## src/hdl/pin_mux_pkg.sv

```systemverilog
// Summary of operation
// - Pin function from reset straps plus software
// - Apply software selection unchecked, never reject
// - All options except memory width set through selection registers
// - First register video in, second video out
// - Third memory, fourth gpio, fifth serial/card
// - Strap pins revert to memory after sampling
// - Boot config sets default address pins and memory width
// - Software rewrites address pin count any time after strap capture
// - Video in: gpio, video, fourth serial
// - Video out: gpio, video, pwm/real-time
// - Memory pins: memory, gpio; tertiary reads as memory
// - Serial port pins: gpio, serial port
// - Second card: gpio, card, external memory
// - Ethernet: gpio, interrupt input, ethernet
// - Config top bit: 0 8-bit, 1 16-bit
// - Unassigned address pins become gpio after capture
package pin_mux_pkg;
   // ****************************************
   // Select encodings
   // ****************************************
   localparam logic [1:0] SEL_PRIMARY = 2'h0;
   localparam logic [1:0] SEL_SECONDARY = 2'h1;
   localparam logic [1:0] SEL_TERTIARY = 2'h2;
   typedef enum logic [1:0] {FUNC_A, FUNC_B, FUNC_C} func_type;
   // ****************************************
   // Widths and field positions
   // ****************************************
   localparam int REG_W = 32;
   localparam int CFG_W = 3;
   localparam int CFG_WIDE_BIT = 2;
   localparam int ADDR_PINS = 23;
   localparam int ADDR_CNT_W = 5;
   localparam int ADDR_CNT_LSB = 0;
   localparam int ADDR_OVR_BIT = 8;
   localparam int MEM_SEL_LSB = 0;
   localparam int SER_SEL_LSB = 2;
   localparam int CARD_SEL_LSB = 4;
   localparam int ETH_SEL_LSB = 0;
   localparam int VID_SEL_LSB = 0;
   localparam logic [REG_W-1:0] REG_RESET = 32'h0000_0000;
   localparam logic [ADDR_CNT_W-1:0] BASE_ADDR_8 = 5'h02;
   localparam logic [ADDR_CNT_W-1:0] BASE_ADDR_16 = 5'h01;
   localparam logic [1:0] STRAP_WAIT = 2'h2;
endpackage

```

## src/hdl/sel_if.sv

```systemverilog
`timescale 1ns/1ps
`default_nettype none
interface sel_if;
   logic [1:0] sel;
   pin_mux_pkg::func_type func;
   modport ctl (output sel, input func);
   modport dec (input sel, output func);
endinterface
`default_nettype wire

```

## src/hdl/func_decode.sv

```systemverilog
`timescale 1ns/1ps
`default_nettype none
module func_decode (
   sel_if.dec s
);
   always_comb begin
      case (s.sel)
         pin_mux_pkg::SEL_SECONDARY: s.func = pin_mux_pkg::FUNC_B;
         pin_mux_pkg::SEL_TERTIARY: s.func = pin_mux_pkg::FUNC_C;
         default: s.func = pin_mux_pkg::FUNC_A; // Undefined falls back
      endcase
   end
endmodule
`default_nettype wire

```

## src/hdl/peripheral_pin_multiplexer.sv

```systemverilog
`timescale 1ns/1ps
`default_nettype none
module peripheral_pin_multiplexer #(
   parameter int NPIN = 23
) (
   input wire logic CLOCK,
   input wire logic RESET_N,
   input wire logic [pin_mux_pkg::REG_W-1:0] VIDEO_IN_SELECT_REG,
   input wire logic [pin_mux_pkg::REG_W-1:0] VIDEO_OUT_SELECT_REG,
   input wire logic [pin_mux_pkg::REG_W-1:0] ASYNC_MEM_SELECT_REG,
   input wire logic [pin_mux_pkg::REG_W-1:0] GPIO_SELECT_REG,
   input wire logic [pin_mux_pkg::REG_W-1:0] SERIAL_CARD_SELECT_REG,
   input wire logic [pin_mux_pkg::CFG_W-1:0] ASYNC_MEM_BOOT_CONFIG,
   output logic [1:0] VIDEO_IN_FUNC,
   output logic [1:0] VIDEO_OUT_FUNC,
   output logic [1:0] MEM_FUNC,
   output logic [1:0] SERIAL_PORT_FUNC,
   output logic [1:0] SECOND_CARD_FUNC,
   output logic [1:0] ETHERNET_FUNC,
   output logic [NPIN-1:0] ADDR_PIN_ENABLE,
   output logic [NPIN-1:0] ADDR_PIN_GPIO,
   output logic STRAP_PHASE,
   output logic MEM_WIDE
);
   // ****************************************
   // Strap capture
   // ****************************************
   // Straps cross from pins: two stages before use
   logic [pin_mux_pkg::CFG_W-1:0] sync1_q, sync2_q, cfg_q, cfg_d;
   logic sampled_q, sampled_d;
   always_ff @(posedge CLOCK or negedge RESET_N) begin
      if (!RESET_N) begin
         sync1_q <= '0;
         sync2_q <= '0;
      end else begin
         sync1_q <= ASYNC_MEM_BOOT_CONFIG;
         sync2_q <= sync1_q;
      end
   end
   // Capture once after release, then the pins serve memory
   logic [1:0] wait_q, wait_d;
   always_comb begin
      wait_d = wait_q;
      sampled_d = sampled_q;
      cfg_d = cfg_q;
      if (!sampled_q) begin
         if (wait_q == pin_mux_pkg::STRAP_WAIT) begin
            sampled_d = 1'b1;
            cfg_d = sync2_q;
         end else begin
            wait_d = wait_q + 2'h1;
         end
      end
   end
   always_ff @(posedge CLOCK or negedge RESET_N) begin
      if (!RESET_N) begin
         wait_q <= 2'h0;
         sampled_q <= 1'b0;
         cfg_q <= '0;
      end else begin
         wait_q <= wait_d;
         sampled_q <= sampled_d;
         cfg_q <= cfg_d;
      end
   end
   // ****************************************
   // Function decode per group
   // ****************************************
   // Selections are applied as written; no cross-checking
   localparam int NG = 6;
   logic [1:0] sel_v [NG];
   logic [1:0] func_v [NG];
   assign sel_v[0] = VIDEO_IN_SELECT_REG[pin_mux_pkg::VID_SEL_LSB +: 2];
   assign sel_v[1] = VIDEO_OUT_SELECT_REG[pin_mux_pkg::VID_SEL_LSB +: 2];
   // Memory group has no tertiary: treat it as primary
   assign sel_v[2] = (ASYNC_MEM_SELECT_REG[pin_mux_pkg::MEM_SEL_LSB +: 2]
                      == pin_mux_pkg::SEL_TERTIARY) ? pin_mux_pkg::SEL_PRIMARY
                      : ASYNC_MEM_SELECT_REG[pin_mux_pkg::MEM_SEL_LSB +: 2];
   // Serial port has no tertiary
   assign sel_v[3] = (GPIO_SELECT_REG[pin_mux_pkg::SER_SEL_LSB +: 2]
                      == pin_mux_pkg::SEL_TERTIARY) ? pin_mux_pkg::SEL_PRIMARY
                      : GPIO_SELECT_REG[pin_mux_pkg::SER_SEL_LSB +: 2];
   assign sel_v[4] = SERIAL_CARD_SELECT_REG[pin_mux_pkg::CARD_SEL_LSB +: 2];
   assign sel_v[5] = GPIO_SELECT_REG[pin_mux_pkg::ETH_SEL_LSB +: 2];
   genvar g;
   generate
      for (g = 0; g < NG; g++) begin : grp
         sel_if s ();
         assign s.sel = sel_v[g];
         func_decode u_dec (.s(s));
         assign func_v[g] = 2'(s.func);
      end
   endgenerate
   // ****************************************
   // Address pin count
   // ****************************************
   // Override bit lets software grow or shrink the count at any time once straps are captured
   logic [pin_mux_pkg::ADDR_CNT_W-1:0] cnt;
   logic [pin_mux_pkg::ADDR_CNT_W-1:0] base_cnt;
   always_comb begin
      // Address pin count and memory width come from the strap
      base_cnt = cfg_q[pin_mux_pkg::CFG_WIDE_BIT] ? pin_mux_pkg::BASE_ADDR_16
                 : pin_mux_pkg::BASE_ADDR_8;
      if (ASYNC_MEM_SELECT_REG[pin_mux_pkg::ADDR_OVR_BIT]) begin
         cnt = ASYNC_MEM_SELECT_REG[pin_mux_pkg::ADDR_CNT_LSB +: pin_mux_pkg::ADDR_CNT_W];
      end else begin
         cnt = base_cnt + {cfg_q[pin_mux_pkg::CFG_WIDE_BIT-1:0], 1'b0};
      end
   end
   // ****************************************
   // Output registers
   // ****************************************
   logic [1:0] vin_func_q, vin_func_d;
   logic [1:0] vout_func_q, vout_func_d;
   logic [1:0] mem_func_q, mem_func_d;
   logic [1:0] ser_func_q, ser_func_d;
   logic [1:0] card_func_q, card_func_d;
   logic [1:0] eth_func_q, eth_func_d;
   logic [NPIN-1:0] en_q, en_d;
   logic [NPIN-1:0] gpio_q, gpio_d;
   logic phase_q, phase_d;
   logic wide_q, wide_d;
   always_comb begin
      for (int i = 0; i < NPIN; i++) begin
         en_d[i] = (i < int'(cnt)) && sampled_q;
      end
      vin_func_d = func_v[0];
      vout_func_d = func_v[1];
      // Strap pins stay memory pins while being sampled
      mem_func_d = sampled_q ? func_v[2] : pin_mux_pkg::SEL_PRIMARY;
      ser_func_d = func_v[3];
      card_func_d = func_v[4];
      eth_func_d = func_v[5];
      // No pin handed to gpio before capture
      gpio_d = sampled_q ? ~en_d : '0;
      phase_d = !sampled_q;
      wide_d = cfg_q[pin_mux_pkg::CFG_WIDE_BIT];
   end
   always_ff @(posedge CLOCK or negedge RESET_N) begin
      if (!RESET_N) begin
         vin_func_q <= pin_mux_pkg::SEL_PRIMARY;
         vout_func_q <= pin_mux_pkg::SEL_PRIMARY;
         mem_func_q <= pin_mux_pkg::SEL_PRIMARY;
         ser_func_q <= pin_mux_pkg::SEL_PRIMARY;
         card_func_q <= pin_mux_pkg::SEL_PRIMARY;
         eth_func_q <= pin_mux_pkg::SEL_PRIMARY;
         en_q <= '0;
         gpio_q <= '0;
         phase_q <= 1'b1;
         wide_q <= 1'b0;
      end else begin
         vin_func_q <= vin_func_d;
         vout_func_q <= vout_func_d;
         mem_func_q <= mem_func_d;
         ser_func_q <= ser_func_d;
         card_func_q <= card_func_d;
         eth_func_q <= eth_func_d;
         en_q <= en_d;
         gpio_q <= gpio_d;
         phase_q <= phase_d;
         wide_q <= wide_d;
      end
   end
   assign VIDEO_IN_FUNC = vin_func_q;
   assign VIDEO_OUT_FUNC = vout_func_q;
   assign MEM_FUNC = mem_func_q;
   assign SERIAL_PORT_FUNC = ser_func_q;
   assign SECOND_CARD_FUNC = card_func_q;
   assign ETHERNET_FUNC = eth_func_q;
   assign ADDR_PIN_ENABLE = en_q;
   assign ADDR_PIN_GPIO = gpio_q;
   assign STRAP_PHASE = phase_q;
   assign MEM_WIDE = wide_q;
endmodule
`default_nettype wire

```

## config.mk

```make
export PLATFORM = sky130hd
export DESIGN_NAME = peripheral_pin_multiplexer
export DESIGN_NICKNAME = d
export VERILOG_FILES = /design/src/hdl/pin_mux_pkg.sv /design/src/hdl/sel_if.sv /design/src/hdl/func_decode.sv /design/src/hdl/peripheral_pin_multiplexer.sv
export SDC_FILE = /design/constraint.sdc
export NUM_CORES = 1
export LEC_CHECK = 0
export BUFFER_PORTS_ARGS = -buffer_cell sky130_fd_sc_hd__clkbuf_2
export CORE_AREA = 2 2 88 90
export DETAILED_ROUTE_END_ITERATION = 8
export DIE_AREA = 0 0 90 92
export GPL_TIMING_DRIVEN = 0
export PLACE_DENSITY = 0.76
export REMOVE_ABC_BUFFERS = 1
export SYNTH_ARGS = -nofsm -noshare
export SYNTH_HDL_FRONTEND = slang
export SYNTH_SLANG_ARGS = --single-unit
```

## constraint.sdc

```tcl
create_clock -name CLOCK -period 3.55 [get_ports CLOCK]
set_input_delay 0 -clock CLOCK [delete_from_list [all_inputs] [get_ports CLOCK]]
set_output_delay 0 -clock CLOCK [all_outputs]
set_load 0.05 [all_outputs]
```

== After elaboration in Yosys (flattened, before gate mapping) ==
Index checks and enable logic that the tools add are counted.

* Flip-flop bits (word level): 72
* Bits in latches: 0
* Memory bits (writable): 0
* Bits in read-only memories: 0
* Input bits: 165
* Output and inout port bits: 60
* Logic and storage cells: 98
* Memories kept: 0

* $add $sub $neg: 2
* Multiply operators: 0
* Div/mod/pow operators: 0
* $lt $le $gt $ge: 23
* Eq/ne operators: 15
* Shift operators: 0
* Mux-type cells: 14
* Bitwise gates (word level): 3
* Reductions and logical operators: 26

{| class="wikitable"
|+ Operators by type and width
! kind !! number
|-
| $lt A4 B5 Y1 const A || 8
|-
| $lt A5 B5 Y1 const A || 7
|-
| $pmux W2 S2 || 6
|-
| $logic_and A1 B1 Y1 || 23
|-
| $mux W23 || 1
|-
| $not A23 Y23 || 1
|-
| $lt A3 B5 Y1 const A || 4
|-
| $eq A2 B2 Y1 const B || 9
|-
| $eq A2 B1 Y1 const B || 6
|-
| $lt A1 B5 Y1 const A || 2
|-
| $lt A2 B5 Y1 const A || 2
|-
| $mux W2 || 4
|-
| $mux W5 || 1
|-
| $add A2 B3 Y4 || 1
|-
| $reduce_and A2 Y1 || 2
|-
| $add A2 B1 Y2 const B || 1
|-
| $mux W1 || 2
|-
| $not A1 Y1 || 2
|-
| $logic_not A1 Y1 || 1
|}

== Logic depth before layout (Yosys ltp) ==
Gate-level depths: netlist of the first run.

* Depth in word-level cells: 7
* Mapped depth: 6
* Gate-level depth less buffers: 5

== Hierarchy ==
Synthesis of the first run repeated with hierarchy kept, for this count alone.

* Cells, all modules: 199
* Area total of the unflattened synthesis: 2,673.8 sq um

{| class="wikitable"
|+ By module, submodules not included
! module !! times used !! cells each !! area an instance (sq um) !! seq. area each (sq um)
|-
| peripheral_pin_multiplexer || 1 || 187 || 2,583.7 || 1,803.0
|-
| func_decode || 6 || 2 || 15.0 || 0.0
|}

== Worst setup path after synthesis of the first run ==
No wires, ideal clock.

* Path kind: flip-flop to flip-flop
* Start point: register cfg_q[2] (netlist bit)
* End point: register en_q[10], in the netlist ADDR_PIN_ENABLE[10]
* Setup time: 0.120 ns
* Data arrival time: 1.579 ns
* Data required time: 3.430 ns
* Slack: 1.851 ns
* Cell stages (with the launch flop): 6
* Buffers on the path: 0
* Clock period less this slack: 1.699 ns
* Cell sequence: dfrtp_1 > inv_1 > ha_1 > and2_1 > o32a_1 > a31o_2

* Longest elaborated chain between the ends: 5

{| class="wikitable"
|+ Ends and longest elaborated chain
! item !! line !! source
|-
| start: declaration || peripheral_pin_multiplexer.sv:29 || <nowiki>logic [pin_mux_pkg::CFG_W-1:0] sync1_q, sync2_q, cfg_q, cfg_d;</nowiki>
|-
| start signal: assignment || peripheral_pin_multiplexer.sv:63 || <nowiki>cfg_q <= cfg_d;</nowiki>
|-
| $mux W2 || peripheral_pin_multiplexer.sv:102 || <nowiki>base_cnt = cfg_q[pin_mux_pkg::CFG_WIDE_BIT] ? pin_mux_pkg::BASE_ADDR_16</nowiki>
|-
| $add A2 B3 Y4 || peripheral_pin_multiplexer.sv:107 || <nowiki>cnt = base_cnt + {cfg_q[pin_mux_pkg::CFG_WIDE_BIT-1:0], 1'b0};</nowiki>
|-
| $mux W5 || peripheral_pin_multiplexer.sv:104 || <nowiki>if (ASYNC_MEM_SELECT_REG[pin_mux_pkg::ADDR_OVR_BIT]) begin</nowiki>
|-
| $lt A4 B5 Y1 || peripheral_pin_multiplexer.sv:125 || <nowiki>en_d[i] = (i < int'(cnt)) && sampled_q;</nowiki>
|-
| $logic_and A1 B1 Y1 || peripheral_pin_multiplexer.sv:125 ||
|-
| via en_d[10] || peripheral_pin_multiplexer.sv:119 || <nowiki>logic [NPIN-1:0] en_q, en_d;</nowiki>
|-
| end signal: assignment || peripheral_pin_multiplexer.sv:158 || <nowiki>en_q <= en_d;</nowiki>
|-
| end: declaration || peripheral_pin_multiplexer.sv:119 ||
|}

The timed path passes the listed nets, and every way through them passes these cells.
A chain may end at the register's enable or synchronous reset.

== Worst setup path in the final report of the first run ==
* Start point: register sampled_q
* End point: register en_q[16], in the netlist ADDR_PIN_ENABLE[16]

* Longest elaborated chain between the ends: 1

{| class="wikitable"
|+ Ends and longest elaborated chain
! item !! line !! source
|-
| start: declaration || peripheral_pin_multiplexer.sv:30 || <nowiki>logic sampled_q, sampled_d;</nowiki>
|-
| start signal: assignment || peripheral_pin_multiplexer.sv:62 || <nowiki>sampled_q <= sampled_d;</nowiki>
|-
| $logic_and A1 B1 Y1 || peripheral_pin_multiplexer.sv:125 ||
|-
| via en_d[16] || peripheral_pin_multiplexer.sv:119 ||
|}

The timed path passes the listed nets, and every way through them passes these cells.

==> impl_metrics.ini, run 1 <==
[worst_setup_path]
critPathLaunch = sampled_q
setup.worst_path.class = reg -> reg
cp-endpoint = ADDR_PIN_ENABLE[16]
reg2reg_depth = 3
worstPathMaxFanout = 22
ff2ff_setup_slack_ns = 1.30
cp-end-kind = register
worstReg2RegStart = sampled_q
cp-start-kind = register
r2r_end = ADDR_PIN_ENABLE[16]
crit_required_ns = 3.82
cp.arrival_ns = 2.52

[clock_tree]
cts_tree = done
clock_latency_ns = 0.34
root_buffer = clkbuf_8
post_cts.repair.setup_buffers = 0
cts-resized-gates = 0
clk_pin_slew_ns = 0.07
cts_made_buffers = 9
cts.sinks = 72
clock_path_buffers = 2
htreeDepth = 3

[route]
first_pass_iters = 4
routed_wl_um = 5620
wl_per_cell_um = 13.7
viasPerCell = 4.65
postRouteAntennaNets = 0
num_vias = 1901
drt_iter0_drc = 90
drc = 0

[sta]
setup_viol = 0
fin_skew_ns = 0.00878
max_freq_mhz = 445
hold_viol_final = 0
max_slew_margin = 0.407
slew_viol_final = 0
timing.final.crit_share = 0.633
finalCriticalPeriod_ns = 2.25
worst_pin_slew_ns = 0.887
setup_ws_ns = 1.30
rsz0062_at_grt = false
fin_setup_tns_ns = 0

[floorplanning]
die_x_um = 90
die_h_um = 92
io_pins = 225
core-area_um2 = 7450
start_util = 0.351
rows = 32
die_area_um2 = 8280

[logic_synthesis]
synthFlopType = dfrtp_1
yosys.area.top_type = dfrtp_1
synth_most_common_cell = dfrtp_1
yosysWarnings = 0
yosys-top-cells-count = 71 x dfrtp_1, 11 x nand2_1, 11 x nor2b_1
yosys.area_share.xor_xnor = 0.0100
synth-edff-count = 0
syn_inst = 204
synth_compound_area_frac = 0.136
ys_types = 42
netlist_area_um2 = 2620
synth-adder-area-share = 0.0143
synth-seq-cells = 72
synth_area_leaders = dfrtp_1 68%, o21a_1 2.9%, nor2b_1 2.6%, o21ai_0 1.9%, nand2_1 1.6%
synth_mux_area_frac = 0.00861
synth_top_cell_area_share = 0.679
synth_simple_gate_area_share = 0.113
synth_async_sr_flop_share = 1.00
yosysSeqAreaShare = 0.689
avgSynthCellArea_um2 = 12.8
synth_top_family_by_area = compound AO/OA/AOI/OAI gates

[cells_and_area]
area.growth.synth_to_final_pct = 35.1
final_nets = 471
n_antenna_cell = 0
drive_gt1_frac = 0.342
design_area_um2 = 3530

[global_route]
grt_pass1_wl_um = 9480
grt_remaining_overflow = 0
antenna_found_initial = 0
grt_usage = 0.147
grt_max_degree = 38
grt_pass1_vias = 1949

[pwr]
p_leak_nw = 1.68
ir_worst_vdd_mv = 0.234
powerDensity_nw_per_um2 = 551

[flow_run]
drv_cap = 0

[placed_design]
dp_slack_ns = 1.29
port_buffers = 80
gp_congestion = 0.781
dp_hpwl_um = 3760
place_area_um2 = 3110

[hold_path]
min_path_type = in -> reg

[run_status]
outcome = complete, no violations
[state kept, by name, summed over array words and instances (netlist names), 3 cells and up]
name	flops
cfg_q	3
ADDR_PIN_ENABLE	23
sync2_q	3
sync1_q	3
ADDR_PIN_GPIO	23
[power breakdown]
part	switching [mW]	total (mW)	internal (mW)
clock	0.271	0.700	0.429
sequential	0.0171	0.888	0.871
combinational	0.267	0.358	0.0910
total	0.555	1.95	1.39
[worst max-delay path, cell delays in order (launching register included)]
cell and delay (ns):
dfrtp_1 0.81, inv_1 0.35, nor2_1 0.77, o31a_1 0.24
[layer usage]
metal | share of wire | vias up | track usage
met3 | 0.053 | 12 | 0.0403
met2 | 0.47 | 75 | 0.227
met4 | 0.022 | 0 | 0.0756
met5 | 0 | - | 0
met1 | 0.45 | 912 | 0.189
li1 | - | 902 | -
[area by class of cell]
type                    count  area, um^2
well taps                 102         128
inverters                   4        15.0
clock buffers              12         155
clock inverters             3        65.1
repair buffers            101         623
flip-flops and latches     72        1800
multi-input cells         115         744
fillers                   684        3910
[cell families (layout without fill, tap and decap cells)]
kind of cell    Yosys count  after routing
flops                    72             72
compound gates           50             50
buf+inv                  18            120
other cells               1              2
fa+ha+maj                 3              3
xor+xnor                  3              3
mux                       2              2
simple gates             55             55
[per-stage QoR]
step | hold slack, ns | utilization | power, mW | cells
after global routing | 0.0349 | 0.474 | 2.03 | 409
after detailed placement | 0.0154 | 0.418 | 1.25 | 374
after floorplan | -0.296 | - | 1.14 | 191
after CTS | 0.0125 | 0.474 | 1.97 | 409
final | 0.0335 | 0.474 | 1.95 | 409
after global placement | 0.111 | 0.415 | 1.24 | 373
[timing repair]
action,CTS,global route
hold buffers,20,0
hold endpoints to repair,49,0
endpoints found under the setup margin,0,0
[how the worst min path moves through the flow]
stage	start	endpoint	slack, ns	depth (start not counted)
6_report	ASYNC_MEM_SELECT_REG[4]	ADDR_PIN_ENABLE[19]	0.03	3
5_1_grt	ASYNC_MEM_SELECT_REG[4]	ADDR_PIN_ENABLE[19]	0.03	3
4_1_cts	ASYNC_MEM_SELECT_REG[4]	ADDR_PIN_ENABLE[19]	0.01	3
3_5_place_dp	RESET_N	ADDR_PIN_ENABLE[7]	0.02	1
3_3_place_gp	ASYNC_MEM_BOOT_CONFIG[0]	sync1_q[0]	0.11	1
2_1_floorplan	RESET_N	ADDR_PIN_ENABLE[0]	-0.30	0
[cells in the final DEF, fill, tap and decap left out, drive strengths merged, types with 2 or more instances in the layout]
master       Yosys  routed
nand2           11      11
nand2b           2       2
nor2b           11      11
a21oi            7       7
nand3            2       2
mux2             2       2
o211ai           2       2
dlygate4sd3      0      20
bufinv           0       2
nor2            10      10
a31o             4       4
o32a             2       2
dfrtp           71      71
xnor2            2       2
nor3             5       5
clkbuf          10      92
o21a            10      10
a31oi            2       2
and2             5       5
conb             1       2
o21ai           12      12
or3              2       2
inv              4       4
o31ai            3       3
ha               3       3
No activity file was read; power rests on OpenSTA's default activity.
==> run 2, diff against run 1 <==
--- a/config.mk
+++ b/config.mk
@@ -6,11 +6,11 @@
 export NUM_CORES = 1
 export LEC_CHECK = 0
 export BUFFER_PORTS_ARGS = -buffer_cell sky130_fd_sc_hd__clkbuf_2
-export CORE_AREA = 2 2 88 90
+export CORE_AREA = 2 2 86 88
 export DETAILED_ROUTE_END_ITERATION = 8
-export DIE_AREA = 0 0 90 92
+export DIE_AREA = 0 0 88 90
 export GPL_TIMING_DRIVEN = 0
-export PLACE_DENSITY = 0.76
+export PLACE_DENSITY = 0.79
 export REMOVE_ABC_BUFFERS = 1
 export SYNTH_ARGS = -nofsm -noshare
 export SYNTH_HDL_FRONTEND = slang
==> constraint.sdc (replaced) <==
create_clock -name CLOCK -period 2.3 [get_ports CLOCK]
set_input_delay 0 -clock CLOCK [delete_from_list [all_inputs] [get_ports CLOCK]]
set_output_delay 0 -clock CLOCK [all_outputs]
set_load 0.05 [all_outputs]
==> run 2 against run 1 <==
Against the previous run: design area increased by 0.25%; combinational power increased by 54%; routed wire length decreased by 3.6%; maximum frequency increased by 14%; first-iteration DRC count increased by 64%; count of clock-buffer cells in the layout increased by 2; largest power group unchanged; final cell count decreased by 0.49%; sequential power increased by 54%.
==> impl_metrics.ini, run 2 (synthesis gave the netlist of run 1 again) <==
[worst_setup_path]
max_stage_delay_ns = 0.80
cp-start-kind = register
reg2reg_depth = 3
path_buf_inv = 1
setup.worst_path.class = reg -> reg
worstReg2RegStart = sampled_q
ff2ff_setup_slack_ns = 0.33
cp-endpoint = ADDR_PIN_ENABLE[16]
cp.depth = 3
r2r_end = ADDR_PIN_ENABLE[16]
critPathLaunch = sampled_q
path_cells = inv_1 -> nor2_2 -> o31a_1
cp-end-kind = register
crit_required_ns = 2.57
crit_family = flip-flops
cp.arrival_ns = 2.24
slowest_stage = dfrtp_1
worstPathMaxFanout = 22

[route]
routed_wl_um = 5410
viasPerCell = 4.64
num_vias = 1888
postRouteAntennaNets = 0
drc = 0
first_pass_iters = 4
drt_iter0_drc = 148
wl_per_cell_um = 13.3

[sta]
max_slew_margin = 0.481
fin_skew_ns = 0.00783
rsz0062_at_grt = false
timing.final.crit_share = 0.858
setup_ws_ns = 0.327
setup_viol = 0
finalCriticalPeriod_ns = 1.97
fin_setup_tns_ns = 0
slew_viol_final = 0
worst_pin_slew_ns = 0.773
hold_viol_final = 0
max_freq_mhz = 507

[clock_tree]
htreeDepth = 3
root_buffer = clkbuf_8
cts_made_buffers = 9
cts.sinks = 72
post_cts.repair.setup_buffers = 0
clock_path_buffers = 2
clock_latency_ns = 0.33
clk_pin_slew_ns = 0.07
cts_tree = done

[global_route]
antenna_found_initial = 0
grt-busiest-layer = met2
use_met3 = 0.0367
grt_pass1_vias = 1885
grt_max_degree = 70
use_met2 = 0.236
grt_use_met1 = 0.185
grt_usage = 0.146
grt_remaining_overflow = 0
grt_pass1_wl_um = 8970

[cells_and_area]
drive_gt1_frac = 0.351
area.growth.synth_to_final_pct = 35.4
design_area_um2 = 3540
final_cells = 407
final_cell_mix = 79 x clkbuf_2, 71 x dfrtp_1, 20 x dlygate4sd3_1
layout_commonest_cell = clkbuf_2
postLayoutCoreUtil = 0.505
final_nets = 471
n_antenna_cell = 0

[hold_path]
min_path_type = in -> async

[floorplanning]
core-area_um2 = 7020
start_util = 0.373
die_area_um2 = 7920
io_pins = 225
rows = 31
die_h_um = 90
die_x_um = 88

[placed_design]
dp_slack_ns = 0.0997
dp.cells = 371
dp_hpwl_um = 3560
gp_congestion = 0.807
port_buffers = 80
place_area_um2 = 3120

[pwr]
powerDensity_nw_per_um2 = 837
p_leak_nw = 1.68
ir_worst_vdd_mv = 0.357

[run_status]
outcome = complete, no violations

[flow_run]
drv_cap = 0
## run 2: timing repair
item | CTS | global route
endpoints found under the setup margin | 0 | 13
hold endpoints to repair | 84 | 0
resized for setup | 0 | 2
hold buffers | 20 | 0
## run 2: layer usage
metal  share of wire  wire, um
met5               0         0
met4           0.013        68
met3           0.063       341
met2            0.49      2670
met1            0.43      2330
## run 2: power by group
part / leakage (nW) / switching [mW] / internal, mW
sequential: 0.843 / 0.0251 / 1.34
combinational: 0.728 / 0.410 / 0.142
clock: 0.113 / 0.425 / 0.619
## run 2: per-stage QoR
| stage | hold slack (ns) | power [mW] |
|---|---|---|
| floorplan | -0.296 | 1.76 |
| global placement | 0.111 | 1.91 |
| detailed placement | -0.166 | 1.92 |
| CTS | 0.0154 | 3.01 |
| global route | 0.0248 | 3.10 |
| finish | 0.0262 | 2.97 |
## run 2: cell type report
| type | count | area, um^2 |
|---|---|---|
| Fill cell | 631 | 3480 |
| Sequential cell | 72 | 1800 |
| Multi-Input combinational cell | 115 | 752 |
| Timing Repair Buffer | 101 | 631 |
| Clock buffer | 14 | 183 |
| Tap cell | 99 | 124 |
| Clock inverter | 2 | 35.0 |
| Inverter | 4 | 15.0 |
## run 2: how the worst min path moves through the flow
| stage | start | end | slack, ns | depth (start not counted) |
|---|---|---|---|---|
| 2_1_floorplan | RESET_N | ADDR_PIN_ENABLE[0] | -0.30 | 0 |
| 3_3_place_gp | ASYNC_MEM_BOOT_CONFIG[0] | sync1_q[0] | 0.11 | 1 |
| 3_5_place_dp | RESET_N | ADDR_PIN_GPIO[22] | -0.17 | 1 |
| 4_1_cts | RESET_N | ADDR_PIN_GPIO[22] | 0.02 | 2 |
| 5_1_grt | RESET_N | ADDR_PIN_GPIO[22] | 0.02 | 2 |
| 6_report | RESET_N | ADDR_PIN_GPIO[22] | 0.03 | 2 |
==> run 3, diff against run 2 <==
==> constraint.sdc (replaced) <==
create_clock -name CLOCK -period 2.1 [get_ports CLOCK]
set_input_delay 0 -clock CLOCK [delete_from_list [all_inputs] [get_ports CLOCK]]
set_output_delay 0 -clock CLOCK [all_outputs]
set_load 0.05 [all_outputs]
==> run 3 against run 2 <==
Against the previous run: sequential power is 9% higher; first-iteration DRC count shrank 10%; clock skew hardly changed; worst hold slack about the same; clock power is 11% higher; count of clock-buffer cells in the layout unchanged; sequential share of layout area decreased by 0.11 points; register-to-register slack got worse by 0.18 ns; design area up 0.28%; final cell count stayed put; largest power group unchanged.
==> impl_metrics.ini, run 3 (synthesis gave the netlist of run 1 again) <==
[run_status]
outcome = complete, no violations

[worst_setup_path]
cp-end-kind = register
path_cells = inv_1 -> ha_1 -> and2_1 -> o32a_1 -> a31o_2
max_stage_delay_ns = 0.47
cp.arrival_ns = 2.17
crit_required_ns = 2.32
cp-start-kind = register
worstPathMaxFanout = 7
slowest_stage = dfrtp_1
setup.worst_path.class = reg -> reg

[sta]
rsz0062_at_grt = false
hold_viol_final = 0
timing.final.crit_share = 0.931
setup_viol = 0
max_freq_mhz = 511
max_slew_margin = 0.496
worst_pin_slew_ns = 0.751
hold_ws_ns = 0.0267
fin_skew_ns = 0.00787
finalCriticalPeriod_ns = 1.96
slew_viol_final = 0

[pwr]
powerDensity_nw_per_um2 = 916
ir_worst_vdd_mv = 0.391
p_leak_nw = 1.68

[placed_design]
gp_congestion = 0.807
dp.cells = 371
port_buffers = 80
dp_hpwl_um = 3560

[floorplanning]
core-area_um2 = 7020
rows = 31
die_h_um = 90
die_x_um = 88
die_area_um2 = 7920
start_util = 0.373
io_pins = 225

[route]
drc = 0
routed_wl_um = 5450
wl_per_cell_um = 13.4
viasPerCell = 4.60
postRouteAntennaNets = 0
drt_iter0_drc = 133
num_vias = 1871
first_pass_iters = 5

[clock_tree]
clock_latency_ns = 0.33
clock_path_buffers = 2
htreeDepth = 3
root_buffer = clkbuf_8
clk_pin_slew_ns = 0.07
post_cts.repair.setup_buffers = 0
cts_made_buffers = 9
cts_tree = done
cts.sinks = 72

[global_route]
grt_pass1_vias = 1886
grt_pass1_wl_um = 9040
grt_remaining_overflow = 0
grt_usage = 0.147
antenna_found_initial = 0
grt_max_degree = 70

[cells_and_area]
final_cells = 407
area.growth.synth_to_final_pct = 35.8
seq_area_um2 = 1800
n_antenna_cell = 0
final_cell_mix = 79 x clkbuf_2, 70 x dfrtp_1, 20 x dlygate4sd3_1
fillCellCount = 631
final_nets = 471
layout_commonest_cell = clkbuf_2
drive_gt1_frac = 0.354
multi_input_area_um2 = 761

[flow_run]
drv_cap = 0

[hold_path]
min_path_type = in -> async
-- run 3: cell counts in the layout (fill, tap and decap cells not counted) --
No cell type changed its count.
-- run 3: area by class of cell --
type / instances / area share
flip-flops and latches: 72 / 0.508
clock buffers: 14 / 0.0514
clock inverters: 2 / 0.00986
well taps: 99 / 0.0349
inverters: 4 / 0.00423
multi-input cells: 115 / 0.214
repair buffers: 101 / 0.178
-- run 3: worst paths after layout --
path                       slack, ns             endpoint  cells past startpoint               startpoint
setup / recovery                0.14  ADDR_PIN_ENABLE[10]                      5                 cfg_q[2]
hold / removal                  0.03    ADDR_PIN_GPIO[22]                      2                  RESET_N
setup reg to reg                0.14  ADDR_PIN_ENABLE[10]                      5                 cfg_q[2]
hold reg to reg                 0.35           sync2_q[0]                      0               sync1_q[0]
max in group asynchronous       1.50          STRAP_PHASE                      3                  RESET_N
min in group CLOCK              0.05  ADDR_PIN_ENABLE[19]                      3  ASYNC_MEM_SELECT_REG[4]
-- run 3: power breakdown --
group          total, mW  internal [mW]  switching (mW)
registers           1.50           1.47          0.0276
logic              0.608          0.157           0.451
clock network       1.15          0.678           0.470
total               3.26           2.31           0.949
-- run 3: metrics by stage --
stage / setup slack [ns] / utilization / power, mW / setup TNS [ns] / area, um^2
after detailed placement: -0.100 / 0.444 / 2.11 / -0.604 / 3120
after floorplan: 0.401 / - / 1.92 / 0 / 2560
after global placement: -0.0807 / 0.440 / 2.09 / -0.581 / 3090
after CTS: 0.137 / 0.505 / 3.29 / 0 / 3540
final: 0.144 / 0.506 / 3.26 / 0 / 3550
after global routing: 0.0418 / 0.506 / 3.40 / 0 / 3550
-- run 3: critical path, delay by kind of cell, from the launching register on --
kind                       cells  cell delay [ns]
and+or+nand+nor                1             0.19
adders and majority gates      1             0.38
DFF                            1             0.47
buffers and inverters          1             0.12
AOI/OAI and AO/OA              2             0.68
-- run 3: repair_timing --
item,in CTS,in global routing
hold buffers,20,0
endpoints found under the setup margin,15,9
resized for setup,2,2
endpoints found under the hold margin,84,0
-- run 3: routing by layer --
| layer | track usage | wire length, um |
|---|---|---|
| met1 | 0.188 | 2430 |
| met2 | 0.235 | 2650 |
| met3 | 0.0367 | 299 |
| met4 | 0.0615 | 75 |
| met5 | 0 | 0 |
